===== config.mk =====
export PLATFORM = sky130hd
export DESIGN_NAME = cps_core
export DESIGN_NICKNAME = d
export VERILOG_FILES = /design/src/logic/cps_pkg.sv /design/src/logic/cps_mem_if.sv /design/src/logic/cps_data_ram.sv /design/src/logic/cps_core.sv
export SDC_FILE = /design/constraint.sdc
export NUM_CORES = 2
export LEC_CHECK = 0
export ABC_AREA = 1
export ABC_CLOCK_PERIOD_IN_PS = 10250
export BUFFER_PORTS_ARGS = -buffer_cell sky130_fd_sc_hd__buf_2
export CAP_MARGIN = 25
export CORE_MARGIN = 2
export CORE_UTILIZATION = 57
export DETAILED_ROUTE_END_ITERATION = 10
export PLACE_DENSITY_LB_ADDON = 0.25
export SLEW_MARGIN = 10
export SYNTH_ARGS = -nofsm -noshare
export SYNTH_HDL_FRONTEND = slang
export SYNTH_HIERARCHICAL = 1
export SYNTH_SLANG_ARGS = --single-unit
export TNS_END_PERCENT = 10

===== constraint.sdc =====
create_clock -name sys_clk -period 10.25 [get_ports sys_clk]
set_input_delay 0.5125 -clock sys_clk [delete_from_list [all_inputs] [get_ports sys_clk]]
set_output_delay 0.5125 -clock sys_clk [all_outputs]
set_load 0.05 [all_outputs]

===== src/logic/cps_pkg.sv =====
package cps_pkg;

  // ----------------------------------------------------------------
  // Widths
  // ----------------------------------------------------------------
  localparam int PC_W = 14;
  localparam int DATA_W = 8;
  localparam int RAM_DEPTH = 256;
  localparam int ROM_TEST_BYTES = 32;

  // ----------------------------------------------------------------
  // Reset values
  // ----------------------------------------------------------------
  localparam logic [13:0] PC_RESET = 14'h0000;
  localparam logic [7:0] PSTK_RESET = 8'h00;
  localparam logic [7:0] DSP_RESET = 8'h00;

  // ----------------------------------------------------------------
  // Program memory map
  // ----------------------------------------------------------------
  localparam logic [13:0] VEC_BUS_RESET = 14'h0002;
  localparam logic [13:0] VEC_TMR_128US = 14'h0004;
  localparam logic [13:0] VEC_TMR_1MS = 14'h0006;
  localparam logic [13:0] VEC_EP0 = 14'h0008;
  localparam logic [13:0] VEC_RESERVED = 14'h0012;
  localparam logic [13:0] VEC_DAC = 14'h0014;
  localparam logic [13:0] VEC_GPIO = 14'h0016;
  localparam logic [13:0] VEC_I2C = 14'h0018;
  localparam logic [13:0] USER_CODE_START = 14'h001A;
  localparam logic [13:0] USER_ROM_END = 14'h1FDF;

  // ----------------------------------------------------------------
  // Commands and interrupt sources
  // ----------------------------------------------------------------
  typedef enum logic [4:0] {
    CMD_NOP, CMD_PAGE, CMD_JUMP, CMD_CALL, CMD_INT_ACK, CMD_SUB_RET, CMD_INT_RET,
    CMD_LOAD_PSTK, CMD_EI, CMD_DI, CMD_PUSH, CMD_POP, CMD_SWAP_DSP,
    CMD_LOAD_IMM, CMD_LOAD_DIR, CMD_LOAD_IDX, CMD_STORE_DIR, CMD_STORE_IDX
  } cps_cmd_t;

  typedef enum logic [3:0] {
    SRC_BUS_RESET, SRC_TMR_128US, SRC_TMR_1MS, SRC_EP0, SRC_EP1, SRC_EP2,
    SRC_EP3, SRC_EP4, SRC_DAC, SRC_GPIO, SRC_I2C
  } cps_src_t;

  function automatic logic [13:0] cps_vector(input cps_src_t src);
    logic [3:0] ep_index;
    ep_index = 4'(src) - 4'(SRC_EP0);
    case (src)
      SRC_BUS_RESET: cps_vector = VEC_BUS_RESET;
      SRC_TMR_128US: cps_vector = VEC_TMR_128US;
      SRC_TMR_1MS: cps_vector = VEC_TMR_1MS;
      SRC_EP0, SRC_EP1, SRC_EP2, SRC_EP3, SRC_EP4: cps_vector = VEC_EP0 + {9'h000, ep_index, 1'b0};
      SRC_DAC: cps_vector = VEC_DAC;
      SRC_GPIO: cps_vector = VEC_GPIO;
      SRC_I2C: cps_vector = VEC_I2C;
      default: cps_vector = VEC_RESERVED;
    endcase
  endfunction

endpackage


===== src/logic/cps_mem_if.sv =====
`timescale 1ns/1ps
`default_nettype none
interface cps_mem_if #(parameter int AW = 8, parameter int DW = 8);
  logic we;
  logic [AW-1:0] addr;
  logic [DW-1:0] wdata;
  logic [DW-1:0] rdata;
  modport ctrl (output we, output addr, output wdata, input rdata);
  modport mem (input we, input addr, input wdata, output rdata);
endinterface // cps_mem_if
`default_nettype wire


===== src/logic/cps_data_ram.sv =====
`timescale 1ns/1ps
`default_nettype none
module cps_data_ram
  import cps_pkg::*;
#(
  parameter int DEPTH = RAM_DEPTH
)(
  input wire logic sys_clk,
  cps_mem_if.mem bus
);

  // ----------------------------------------------------------------
  // Storage, one flip-flop byte per entry
  // ----------------------------------------------------------------
  logic [DATA_W-1:0] cell_reg [DEPTH];

  for (genvar i = 0; i < DEPTH; i++) begin : g_cell
    always_ff @(posedge sys_clk) begin
      if (bus.we && (bus.addr == 8'(i))) begin
        cell_reg[i] <= bus.wdata;
      end
    end
  end

  assign bus.rdata = cell_reg[bus.addr];

endmodule // cps_data_ram
`default_nettype wire


===== src/logic/cps_core.sv =====
// Overview of operation
// - Fourteen-bit counter cleared to zero at reset
// - Sequential steps wrap low byte; page advances upper
// - Interrupt and call save counter, flags as two bytes
// - Interrupt return restores flags; plain return does not
// - User program memory ends at 0x1FDF
// - Fixed even vectors for non-endpoint interrupt sources
// - Endpoints zero to four vector 0x0008 to 0x0010
// - Program stack pointer resets zero, grows upward
// - Stack pointer write-only by load; counter hidden
// - Acknowledge disables interrupts, writes byte, increments twice
// - Interrupt return decrements, restores second then first, then enables
// - Call pushes counter and flags, pointer plus two
// - Return reloads counter, keeps flags, pointer minus two
// - 256 bytes data RAM with 8-bit addresses
// - Push pre-decrements data pointer then writes
// - Pop reads then post-increments data pointer
// - Data pointer resets zero; push wraps to 0xFF
// - Swap exchanges accumulator and data stack pointer
// - Immediate operand is the second instruction byte
// - Direct operand byte is the RAM address
// - Indexed address is constant plus index register
// - Saved stack bytes stay ordinary readable RAM
`timescale 1ns/1ps
`default_nettype none
module cps_core
  import cps_pkg::*;
(
  input wire logic sys_clk,
  input wire logic srst,
  input wire logic cmd_valid,
  input wire cps_cmd_t cmd_code,
  input wire logic [7:0] cmd_operand,
  input wire logic [13:0] cmd_target,
  input wire cps_src_t int_source,
  input wire logic [7:0] acc_in,
  input wire logic [7:0] index_in,
  input wire logic flag_we,
  input wire logic carry_in,
  input wire logic zero_in,
  output logic cmd_ready,
  output logic [13:0] pc,
  output logic carry_flag,
  output logic zero_flag,
  output logic int_enable,
  output logic [7:0] read_data,
  output logic read_valid,
  output logic [7:0] swap_data,
  output logic user_rom_over
);

  // ----------------------------------------------------------------
  // State
  // ----------------------------------------------------------------
  typedef enum logic [1:0] {ST_IDLE, ST_SAVE2, ST_REST_HI, ST_REST_LO} cps_state_t;

  cps_state_t state_reg, state_next;
  logic [13:0] pc_reg, pc_next;
  logic [7:0] pstk_reg, pstk_next;
  logic [7:0] dsp_reg, dsp_next;
  logic ie_reg, ie_next;
  logic carry_reg, carry_next;
  logic zero_reg, zero_next;
  logic [7:0] save_hi_reg, save_hi_next;
  logic [13:0] dest_reg, dest_next;
  logic [7:0] hold_reg, hold_next;
  logic iret_reg, iret_next;
  logic ready_reg, ready_next;
  logic [7:0] rd_reg, rd_next;
  logic rd_valid_reg, rd_valid_next;
  logic [7:0] swap_reg, swap_next;
  logic rom_over_reg;

  cps_mem_if #(.AW(8), .DW(DATA_W)) mem_bus ();

  cps_data_ram #(.DEPTH(RAM_DEPTH)) u_ram (
    .sys_clk(sys_clk),
    .bus(mem_bus)
  );

  // ----------------------------------------------------------------
  // Decode
  // ----------------------------------------------------------------
  wire logic take;
  wire logic is_save;
  wire logic is_store;
  wire logic [13:0] pc_step1;
  wire logic [13:0] pc_step2;
  wire logic [13:0] pc_page;
  wire logic [13:0] save_pc;
  wire logic [7:0] dsp_dec;
  wire logic [7:0] idx_addr;
  wire logic [7:0] data_addr;

  assign take = cmd_valid && ready_reg;
  assign is_save = (cmd_code == CMD_CALL) || (cmd_code == CMD_INT_ACK);
  assign is_store = (cmd_code == CMD_STORE_DIR) || (cmd_code == CMD_STORE_IDX);
  assign pc_step1 = {pc_reg[13:8], pc_reg[7:0] + 8'h01};
  assign pc_step2 = {pc_reg[13:8], pc_reg[7:0] + 8'h02};
  assign pc_page = {pc_reg[13:8] + 6'h01, pc_reg[7:0] + 8'h01};
  assign save_pc = (cmd_code == CMD_CALL) ? pc_step2 : pc_reg;
  assign dsp_dec = dsp_reg - 8'h01;
  assign idx_addr = cmd_operand + index_in;

  // ----------------------------------------------------------------
  // Data RAM port
  // ----------------------------------------------------------------
  assign data_addr =
    (state_reg != ST_IDLE) ? pstk_reg :
    is_save ? pstk_reg :
    (cmd_code == CMD_PUSH) ? dsp_dec :
    (cmd_code == CMD_POP) ? dsp_reg :
    ((cmd_code == CMD_LOAD_IDX) || (cmd_code == CMD_STORE_IDX)) ? idx_addr :
    cmd_operand;
  assign mem_bus.addr = data_addr;
  assign mem_bus.we = (state_reg == ST_SAVE2) ||
    (take && (is_save || is_store || (cmd_code == CMD_PUSH)));
  assign mem_bus.wdata =
    (state_reg == ST_SAVE2) ? save_hi_reg :
    is_save ? save_pc[7:0] :
    acc_in;

  // ----------------------------------------------------------------
  // Next state
  // ----------------------------------------------------------------
  always_comb begin
    state_next = state_reg;
    pc_next = pc_reg;
    pstk_next = pstk_reg;
    dsp_next = dsp_reg;
    ie_next = ie_reg;
    carry_next = carry_reg;
    zero_next = zero_reg;
    save_hi_next = save_hi_reg;
    dest_next = dest_reg;
    hold_next = hold_reg;
    iret_next = iret_reg;
    rd_next = rd_reg;
    rd_valid_next = 1'b0;
    swap_next = swap_reg;
    case (state_reg)
      ST_IDLE: begin
        if (take) begin
          case (cmd_code)
            CMD_NOP: pc_next = pc_step1;
            CMD_PAGE: pc_next = pc_page;
            CMD_JUMP: pc_next = cmd_target;
            CMD_CALL, CMD_INT_ACK: begin
              pstk_next = pstk_reg + 8'h01;
              save_hi_next = {carry_reg, zero_reg, save_pc[13:8]};
              if (cmd_code == CMD_INT_ACK) begin
                ie_next = 1'b0;
                dest_next = cps_vector(int_source);
              end else begin
                dest_next = cmd_target;
              end
              state_next = ST_SAVE2;
            end
            CMD_SUB_RET, CMD_INT_RET: begin
              pstk_next = pstk_reg - 8'h01;
              iret_next = (cmd_code == CMD_INT_RET);
              state_next = ST_REST_HI;
            end
            CMD_LOAD_PSTK: begin
              pstk_next = acc_in;
              pc_next = pc_step1;
            end
            CMD_EI: begin
              ie_next = 1'b1;
              pc_next = pc_step1;
            end
            CMD_DI: begin
              ie_next = 1'b0;
              pc_next = pc_step1;
            end
            CMD_PUSH: begin
              dsp_next = dsp_dec;
              pc_next = pc_step1;
            end
            CMD_POP: begin
              rd_next = mem_bus.rdata;
              rd_valid_next = 1'b1;
              dsp_next = dsp_reg + 8'h01;
              pc_next = pc_step1;
            end
            CMD_SWAP_DSP: begin
              dsp_next = acc_in;
              swap_next = dsp_reg;
              pc_next = pc_step1;
            end
            CMD_LOAD_IMM: begin
              rd_next = cmd_operand;
              rd_valid_next = 1'b1;
              pc_next = pc_step2;
            end
            CMD_LOAD_DIR, CMD_LOAD_IDX: begin
              rd_next = mem_bus.rdata;
              rd_valid_next = 1'b1;
              pc_next = pc_step2;
            end
            CMD_STORE_DIR, CMD_STORE_IDX: pc_next = pc_step2;
            default: pc_next = pc_reg;
          endcase
        end else if (flag_we) begin
          carry_next = carry_in;
          zero_next = zero_in;
        end
      end
      ST_SAVE2: begin
        pstk_next = pstk_reg + 8'h01;
        pc_next = dest_reg;
        state_next = ST_IDLE;
      end
      ST_REST_HI: begin
        hold_next = mem_bus.rdata;
        pstk_next = pstk_reg - 8'h01;
        state_next = ST_REST_LO;
      end
      ST_REST_LO: begin
        pc_next = {hold_reg[5:0], mem_bus.rdata};
        if (iret_reg) begin
          carry_next = hold_reg[7];
          zero_next = hold_reg[6];
          ie_next = 1'b1;
        end
        state_next = ST_IDLE;
      end
      default: state_next = ST_IDLE;
    endcase
  end

  assign ready_next = (state_next == ST_IDLE);

  // ----------------------------------------------------------------
  // Registers
  // ----------------------------------------------------------------
  always_ff @(posedge sys_clk) begin
    if (srst) begin
      state_reg <= ST_IDLE;
      pc_reg <= PC_RESET;
      pstk_reg <= PSTK_RESET;
      dsp_reg <= DSP_RESET;
      ie_reg <= 1'b0;
      ready_reg <= 1'b1;
    end else begin
      state_reg <= state_next;
      pc_reg <= pc_next;
      pstk_reg <= pstk_next;
      dsp_reg <= dsp_next;
      ie_reg <= ie_next;
      ready_reg <= ready_next;
    end
  end

  always_ff @(posedge sys_clk) begin
    if (srst) begin
      carry_reg <= 1'b0;
      zero_reg <= 1'b0;
      rd_reg <= 8'h00;
      rd_valid_reg <= 1'b0;
      swap_reg <= 8'h00;
      rom_over_reg <= 1'b0;
    end else begin
      carry_reg <= carry_next;
      zero_reg <= zero_next;
      rd_reg <= rd_next;
      rd_valid_reg <= rd_valid_next;
      swap_reg <= swap_next;
      rom_over_reg <= (pc_next > USER_ROM_END);
    end
  end

  always_ff @(posedge sys_clk) begin
    if (srst) begin
      save_hi_reg <= 8'h00;
      dest_reg <= PC_RESET;
      hold_reg <= 8'h00;
      iret_reg <= 1'b0;
    end else begin
      save_hi_reg <= save_hi_next;
      dest_reg <= dest_next;
      hold_reg <= hold_next;
      iret_reg <= iret_next;
    end
  end

  assign cmd_ready = ready_reg;
  assign pc = pc_reg;
  assign carry_flag = carry_reg;
  assign zero_flag = zero_reg;
  assign int_enable = ie_reg;
  assign read_data = rd_reg;
  assign read_valid = rd_valid_reg;
  assign swap_data = swap_reg;
  assign user_rom_over = rom_over_reg;

  // ----------------------------------------------------------------
  // Checks
  // ----------------------------------------------------------------
  chk_reset_clears_state: assert property (@(posedge sys_clk)
    srst |=> (pc_reg == PC_RESET) && (pstk_reg == PSTK_RESET) && (dsp_reg == DSP_RESET))
    else $error("reset did not clear counter or stack pointers");

  chk_low_byte_step: assert property (@(posedge sys_clk) disable iff (srst)
    take && (cmd_code == CMD_NOP) |=>
      (pc_reg[13:8] == $past(pc_reg[13:8])) && (pc_reg[7:0] == $past(pc_reg[7:0]) + 8'h01))
    else $error("sequential step touched upper counter bits");

  chk_page_advance: assert property (@(posedge sys_clk) disable iff (srst)
    take && (cmd_code == CMD_PAGE) |=> pc_reg[13:8] == $past(pc_reg[13:8]) + 6'h01)
    else $error("page advance did not bump upper bits");

  chk_int_push_seq: assert property (@(posedge sys_clk) disable iff (srst)
    take && (cmd_code == CMD_INT_ACK) |=>
      !ie_reg && (pstk_reg == $past(pstk_reg) + 8'h01) ##1
      (pstk_reg == $past(pstk_reg, 2) + 8'h02) && (pc_reg == cps_vector($past(int_source, 2))))
    else $error("interrupt acknowledge sequence wrong");

  chk_call_push_two: assert property (@(posedge sys_clk) disable iff (srst)
    take && (cmd_code == CMD_CALL) |=> ##1
      (pstk_reg == $past(pstk_reg, 2) + 8'h02) && (pc_reg == $past(cmd_target, 2)))
    else $error("call did not push two bytes and jump");

  chk_iret_restore: assert property (@(posedge sys_clk) disable iff (srst)
    take && (cmd_code == CMD_INT_RET) |=> !ie_reg [*2] ##1
      ie_reg && (pstk_reg == $past(pstk_reg, 3) - 8'h02))
    else $error("interrupt return pointer or enable wrong");

  chk_return_keeps_flags: assert property (@(posedge sys_clk) disable iff (srst)
    take && (cmd_code == CMD_SUB_RET) |=> ##2
      (carry_reg == $past(carry_reg, 3)) && (zero_reg == $past(zero_reg, 3)) &&
      (pstk_reg == $past(pstk_reg, 3) - 8'h02))
    else $error("plain return changed flags or pointer");

  chk_push_predec: assert property (@(posedge sys_clk) disable iff (srst)
    take && (cmd_code == CMD_PUSH) |-> mem_bus.we && (mem_bus.addr == dsp_reg - 8'h01))
    else $error("push did not write below the data pointer");

  chk_pop_postinc: assert property (@(posedge sys_clk) disable iff (srst)
    take && (cmd_code == CMD_POP) |=>
      read_valid && (read_data == $past(mem_bus.rdata)) && (dsp_reg == $past(dsp_reg) + 8'h01))
    else $error("pop read or increment wrong");

  chk_swap_exchange: assert property (@(posedge sys_clk) disable iff (srst)
    take && (cmd_code == CMD_SWAP_DSP) |=>
      (dsp_reg == $past(acc_in)) && (swap_data == $past(dsp_reg)))
    else $error("swap did not exchange values");

  chk_index_address: assert property (@(posedge sys_clk) disable iff (srst)
    take && (cmd_code == CMD_LOAD_IDX) |-> mem_bus.addr == 8'(cmd_operand + index_in))
    else $error("indexed address not base plus index");

endmodule // cps_core
`default_nettype wire


Word-level counts from Yosys, hierarchy flattened
Memories as Yosys holds them, arrays and structs flattened.
Cells that the tools add are included.
{ "op_classes": {"n_addsub": 10, "order_cmp": 1, "n_eq_ne": 292, "mux": 1312, "n_bitwise": 2, "n_reduce_logical": 546} }
{ "op_table": {"columns": ["op", "count"], "rows": [
  ["$mux 8", 519],
  ["$reduce_or 8->1", 255],
  ["$eq 8x8->1 const B", 128],
  ["$mux 1", 777],
  ["$eq 8x7->1 const B", 64],
  ["$logic_and 1x1->1", 258],
  ["$eq 8x6->1 const B", 32],
  ["$eq 8x5->1 const B", 16],
  ["$pmux 8 s3", 3],
  ["$eq 8x4->1 const B", 8],
  ["$pmux 14 s4", 1],
  ["$pmux 14 s3", 1],
  ["$pmux 6 s7", 1],
  ["$eq 5x4->1 const B", 8],
  ["$eq 8x3->1 const B", 4],
  ["$mux 14", 2],
  ["$add 8x1->8 const B", 3],
  ["$eq 5x3->1 const B", 4],
  ["$reduce_and 3->1", 6],
  ["$eq 4x3->1 const B", 4],
  ["$eq 8x2->1 const B", 2],
  ["$pmux 8 s2", 1],
  ["$sub 8x1->8 const B", 2],
  ["$gt 14x13->1 const B", 1],
  ["37 further kinds", 63]
]} }
{ "word_totals": {"regBits": 85, "ramBits": 2048, "in_bits": 53, "out_inout_bits": 36, "n_memories": 1} }
{ "memory_table": {"columns": ["memory", "depth", "width", "rd", "rd_clocked_by_memory_dff", "write_ports", "line", "text"], "rows": [
  ["u_ram.cell_reg", 256, 8, 1, 0, 1, "cps_data_ram.sv:15", "logic [DATA_W-1:0] cell_reg [DEPTH];"]
]} }

Longest topological paths before layout
{ "logic_depth": {"depth_word": 267, "depth_mapped": 32, "ltp_nobuf": 28} }

Cells and area by module
Netlist, hierarchy kept.
{ "by_module_without_submodules": {"columns": ["module", "n_inst", "cells_per_inst", "area_each_um2", "seq_area_each_um2"], "rows": [
  ["cps_data_ram", 1, 8005, 84659.9, 61499.0],
  ["cps_core", 1, 969, 6247.2, 1701.6]
]} }

Worst setup path before layout
No wires, ideal clock.
{ "synth_timing": {"path_type": "input to register", "start": "input cmd_code[4]", "end": "memory u_ram.cell_reg[0][0], data pin", "arrival_ns": 9.073, "setup_slack_ns": -0.554, "cell_stages": 8, "n_path_buf": 2, "cell_sequence": "buf_2 > inv_2 > nand2_1 > nor2_2 > nor2_2 > buf_4 > nand2_1 > a31oi_1"} }
{ "synth_between": {"elab_cells_between_ends": 1547} }
{ "synth_lines": {"columns": ["element", "line", "text"], "rows": [
  ["from (decl)", "cps_core.sv:32", "input wire cps_cmd_t cmd_code,"],
  ["$eq 5x2->1 / $eq 5x3->1 (equally long branches)", "cps_core.sv:96, cps_core.sv:101", null],
  ["$mux 8 / $logic_or 1x1->1 (equally long branches)", "cps_core.sv:101, cps_core.sv:96", null],
  ["$mux 8 (*)", "cps_core.sv:120", "is_save ? save_pc[7:0] :"],
  ["$mux 8 (*)", "cps_core.sv:119", "(state_reg == ST_SAVE2) ? save_hi_reg :"],
  ["named net mem_bus.wdata[0]", "cps_mem_if.sv:6", "logic [DW-1:0] wdata;"],
  ["$mux 8 (no source line) (254 in series)", null, null],
  ["$mux 8 (no source line) (*)", null, null],
  ["to (decl)", "cps_data_ram.sv:15", null]
]} }
Mark *: on every way through the listed nets, which the timed path passes. The rest lies on a longest branch.

Worst setup path in the final report
{ "layout_timing": {"start": "register state_reg[1]", "end": "register rom_over_reg, in the netlist user_rom_over"} }
{ "layout_between": {"elab_chain_len": 5, "elab_cells_between_ends": 8} }
{ "layout_lines": {"columns": ["element", "line", "text"], "rows": [
  ["from (decl)", "cps_core.sv:57", "cps_state_t state_reg, state_next;"],
  ["from (signal assigned)", "cps_core.sv:246", "state_reg <= state_next;"],
  ["$reduce_bool 2->1", "cps_core.sv:109", "(state_reg != ST_IDLE) ? pstk_reg :"],
  ["$mux 8", "cps_core.sv:109", null],
  ["named net data_addr[3]", "cps_core.sv:93", "wire logic [7:0] data_addr;"],
  ["$mem_v2 256x8", null, null],
  ["named net mem_bus.rdata[6]", "cps_mem_if.sv:7", "logic [DW-1:0] rdata;"],
  ["$pmux 14 s3", "cps_core.sv:141", "case (state_reg)"],
  ["$gt 14x13->1", "cps_core.sv:269", "rom_over_reg <= (pc_next > USER_ROM_END);"],
  ["to (signal assigned)", "cps_core.sv:269", null],
  ["to (decl)", "cps_core.sv:72", "logic rom_over_reg;"]
]} }
The timed path passes the listed nets, and every way through them passes these cells.
A chain may end at the register's enable or synchronous reset.

==> flow_summary.json <==
{
  "drt-initial-drc-count": 8340,
  "nets": 8996,
  "status": "finished, final reports clean",
  "post-place-ws_ps": 3360,
  "cts-root-buf": "clkbuf_16",
  "finalHoldViolations": 0,
  "vias": 64000,
  "clock_power_share_pct": 23.7,
  "fillCellCount": 12200,
  "vdd_drop_max_uv": 500,
  "track_usage_pct": 29.8,
  "rsz0062_at_grt": "false",
  "start_util_pct": 57.4,
  "path_cells": "inv_1, ha_1, nand2_2, inv_2, o21ai_0, nand2_1, inv_4, buf_4, nand2_1, nand2_1, o21ai_0, nand2_1, nor2_1, nor2_1, nor2_1, nand2_1, a221o_1, nor2_1, nor2_1, nand3_1, o21ai_1",
  "maxSlewViolCount": 0,
  "cts_tree": "done",
  "cts_made_buffers": 205,
  "synth_warnings": 6,
  "cts-htree-levels": 4,
  "antenna_found_initial": 6,
  "grt_start_max_net_pins": 193,
  "place.gp.congestion": 0.942,
  "gr-usage-met2_pct": 46.7,
  "clock_skew_ps": 37.2,
  "synth_seq_cells": 2133,
  "die_w_um": 403,
  "cp.arrival_ps": 7190,
  "cts_resized": 0,
  "cp.required_ps": 11030,
  "combPwrFrac_pct": 41.6,
  "fin_ws_ps": 3840,
  "cap_violations": 0,
  "p_leak_nw": 39.8,
  "grtUsageMet3_pct": 5.59,
  "synthToLayoutAreaGrowth_pct": 9.87,
  "grt_overflow": 0,
  "synth.net_count": 9051,
  "row_count": 146,
  "grt_pass1_wl_um": 368000,
  "top_usage_layer": "met2",
  "core-area_um2": 158000,
  "finalWirelength_um": 245000,
  "via_per_inst": 5.73,
  "ant_nets": 0,
  "syn_area_per_cell_um2": 10.1,
  "final_layout_size_suffix_gt1_share_pct": 6.02,
  "netlist_instances": 8974,
  "drc_errors": 0,
  "fmax_mhz": 156,
  "clkLatencyLatePin_ps": 850,
  "crit_slowest_cell": "buf_4",
  "critPathKind": "reg2reg",
  "p_seq_share_pct": 34.7,
  "synth_edf_count": 2048,
  "swShare_pct": 43.0,
  "synthFlopType": "edfxtp_1",
  "dp_cells": 10800,
  "dieArea_um2": 163000,
  "synth_area_um2": 90900,
  "max_stage_delay_ps": 830,
  "die-height_um": 403,
  "path_clk_slew_ps": 70,
  "path_buf_inv": 4,
  "gr-usage-met1_pct": 41.5,
  "wl_per_cell_um": 22.0,
  "io_pins": 89,
  "drtPass1Iterations": 8,
  "largest_register_ffs": 2048,
  "crit_family": "simple AND/OR/NAND/NOR gates",
  "start_kind": "register",
  "synth_cell_type_count": 49,
  "hold_class": "in2reg",
  "dp_hpwl_um": 142000,
  "p_switching_mw": 13.5,
  "period_share_pct": 62.5,
  "p_per_area_nw_per_um2": 314,
  "finalSetupViolCount": 0,
  "portBuffers": 88,
  "grt_pass1_vias": 60100,
  "cp-end-kind": "register",
  "async_reset_ff_share_pct": 0,
  "ys_seq_area_share_pct": 69.5,
  "intPower_mw": 17.9,
  "slew_headroom_pct": 26.4,
  "period_needed_ps": 6410,
  "worst_slew_pin_slew_ps": 1100,
  "stdcell_count": 11200,
  "ctsLongestPathBuffers": 3,
  "cts_sinks": 2133,
  "cp_max_fo": 67
}
==> metal layers <==
metal	wire length [µm]	share of wire [%]
met1	97400	40
met2	113000	46
met3	25300	10
met4	9990	4.1
met5	12	0.0049
==> cell usage in the layout (no fill, tap or decap), drive strengths merged <==
| master | n |
|---|---|
| o2111ai | 3 |
| a221oi | 10 |
| nand3b | 3 |
| xnor2 | 3 |
| o22ai | 7 |
| a22oi | 7 |
| nor2 | 455 |
| a2bb2oi | 3 |
| clkbuf | 258 |
| ha | 23 |
| clkinvlp | 9 |
| o21ai | 250 |
| dfxtp | 85 |
| o311ai | 1 |
| a31oi | 28 |
| diode | 3 |
| bufinv | 18 |
| nand2 | 4989 |
| nand3 | 262 |
| dlygate4sd3 | 23 |
| o211ai | 11 |
| a211oi | 1 |
| a221o | 1 |
| o21bai | 1 |
| nand4 | 8 |
| xor2 | 26 |
| a21oi | 118 |
| or2 | 5 |
| inv | 127 |
| fa | 1 |
| buf | 182 |
| a21boi | 1 |
| a32oi | 1 |
| nor3 | 24 |
| o221ai | 6 |
| clkinv | 87 |
| o31ai | 3 |
| edfxtp | 2048 |
==> repair_timing <==
action / in CTS / in global routing
setup buffers: 0 / 0
hold buffers: 23 / 0
endpoints found under the hold margin: 23 / 0
==> per-stage QoR <==
stage / hold slack [ps] / util [%] / total power, mW / setup TNS [ps] / area [µm²]
after CTS: 1.90 / 63.0 / 31.2 / 0 / 99800
after global placement: 449 / 58.6 / 23.6 / 0 / 92900
after global routing: 49.0 / 63.1 / 32.9 / 0 / 99900
after floorplan: 440 / - / 19.7 / -104460 / 90900
final: 46.6 / 63.1 / 31.4 / 0 / 99900
after detailed placement: 451 / 58.7 / 23.8 / 0 / 93000
==> cell usage after synthesis, types with 3 or more instances <==
cell type	count	share of area, %
a21oi_1	115	0.63
a21oi_2	3	0.029
a221oi_1	9	0.087
a22oi_1	7	0.058
a2bb2oi_1	3	0.029
a31oi_1	28	0.19
buf_1	35	0.14
buf_2	234	1.3
buf_4	5	0.041
buf_6	5	0.062
clkbuf_1	188	0.78
dfxtp_1	85	1.9
edfxtp_1	2048	68
ha_1	23	0.32
inv_1	107	0.44
inv_2	14	0.058
nand2_1	4981	21
nand2_2	6	0.041
nand3_1	259	1.4
nand3b_1	3	0.025
nand4_1	8	0.055
nor2_1	442	1.8
nor2_2	10	0.069
nor3_1	23	0.13
o2111ai_1	3	0.029
o211ai_1	11	0.091
o21ai_0	154	0.85
o21ai_1	96	0.53
o221ai_1	6	0.058
o22ai_1	7	0.048
o31ai_1	3	0.025
or2_2	5	0.034
xnor2_1	3	0.029
xor2_1	26	0.25
==> area by class of cell <==
class / count / area (µm²) / share of cell area, %
timing repair buffer: 205 / 1690 / 1.69
antenna: 3 / 7.51 / 0.00752
clock inverter: 118 / 1120 / 1.12
sequential: 2133 / 63200 / 63.3
tap: 2072 / 2590 / 2.60
multi-input combinational: 6251 / 25300 / 25.3
inverter: 123 / 502 / 0.502
clock buffer: 258 / 5450 / 5.45
==> final timing paths <==
kind	start	depth (start not counted)	to	slack [ps]
setup / recovery	state_reg[1]	21	user_rom_over	3840
hold / removal	cmd_target[1]	3	dest_reg[1]	50
setup reg to reg	state_reg[1]	21	user_rom_over	3840
hold reg to reg	swap_data[7]	2	swap_data[7]	460
==> cell families (layout without fill, tap and decap cells) <==
| family | after synthesis | count (layout) | share of synthesized area [%] |
|---|---|---|---|
| buffers and inverters | 590 | 704 | 2.82 |
| XOR/XNOR | 29 | 29 | 0.279 |
| AND/OR/NAND/NOR | 5746 | 5746 | 24.3 |
| flip-flops | 2133 | 2133 | 69.5 |
| AO/OA/AOI/OAI | 452 | 452 | 2.73 |
| other | 0 | 3 | 0 |
| adder cells (fa/ha/maj) | 24 | 24 | 0.339 |
==> worst register-to-register path: cells and delay by family (launching register included) <==
family	cells	cell delay (ps)
buf+inv	4	1760
compound gates	4	1300
fa+ha+maj	1	400
simple gates	12	2500
flops	1	400
==> power groups by stage <==
stage,logic [mW],clock network (mW),registers (mW)
floorplan,8.18,0,11.5
global placement,12.5,0,11.1
detailed placement,12.7,0,11.1
CTS,12.8,7.49,10.9
global route,14.2,7.83,10.9
finish,13.1,7.44,10.9
No activity file was read; power rests on OpenSTA's default activity.
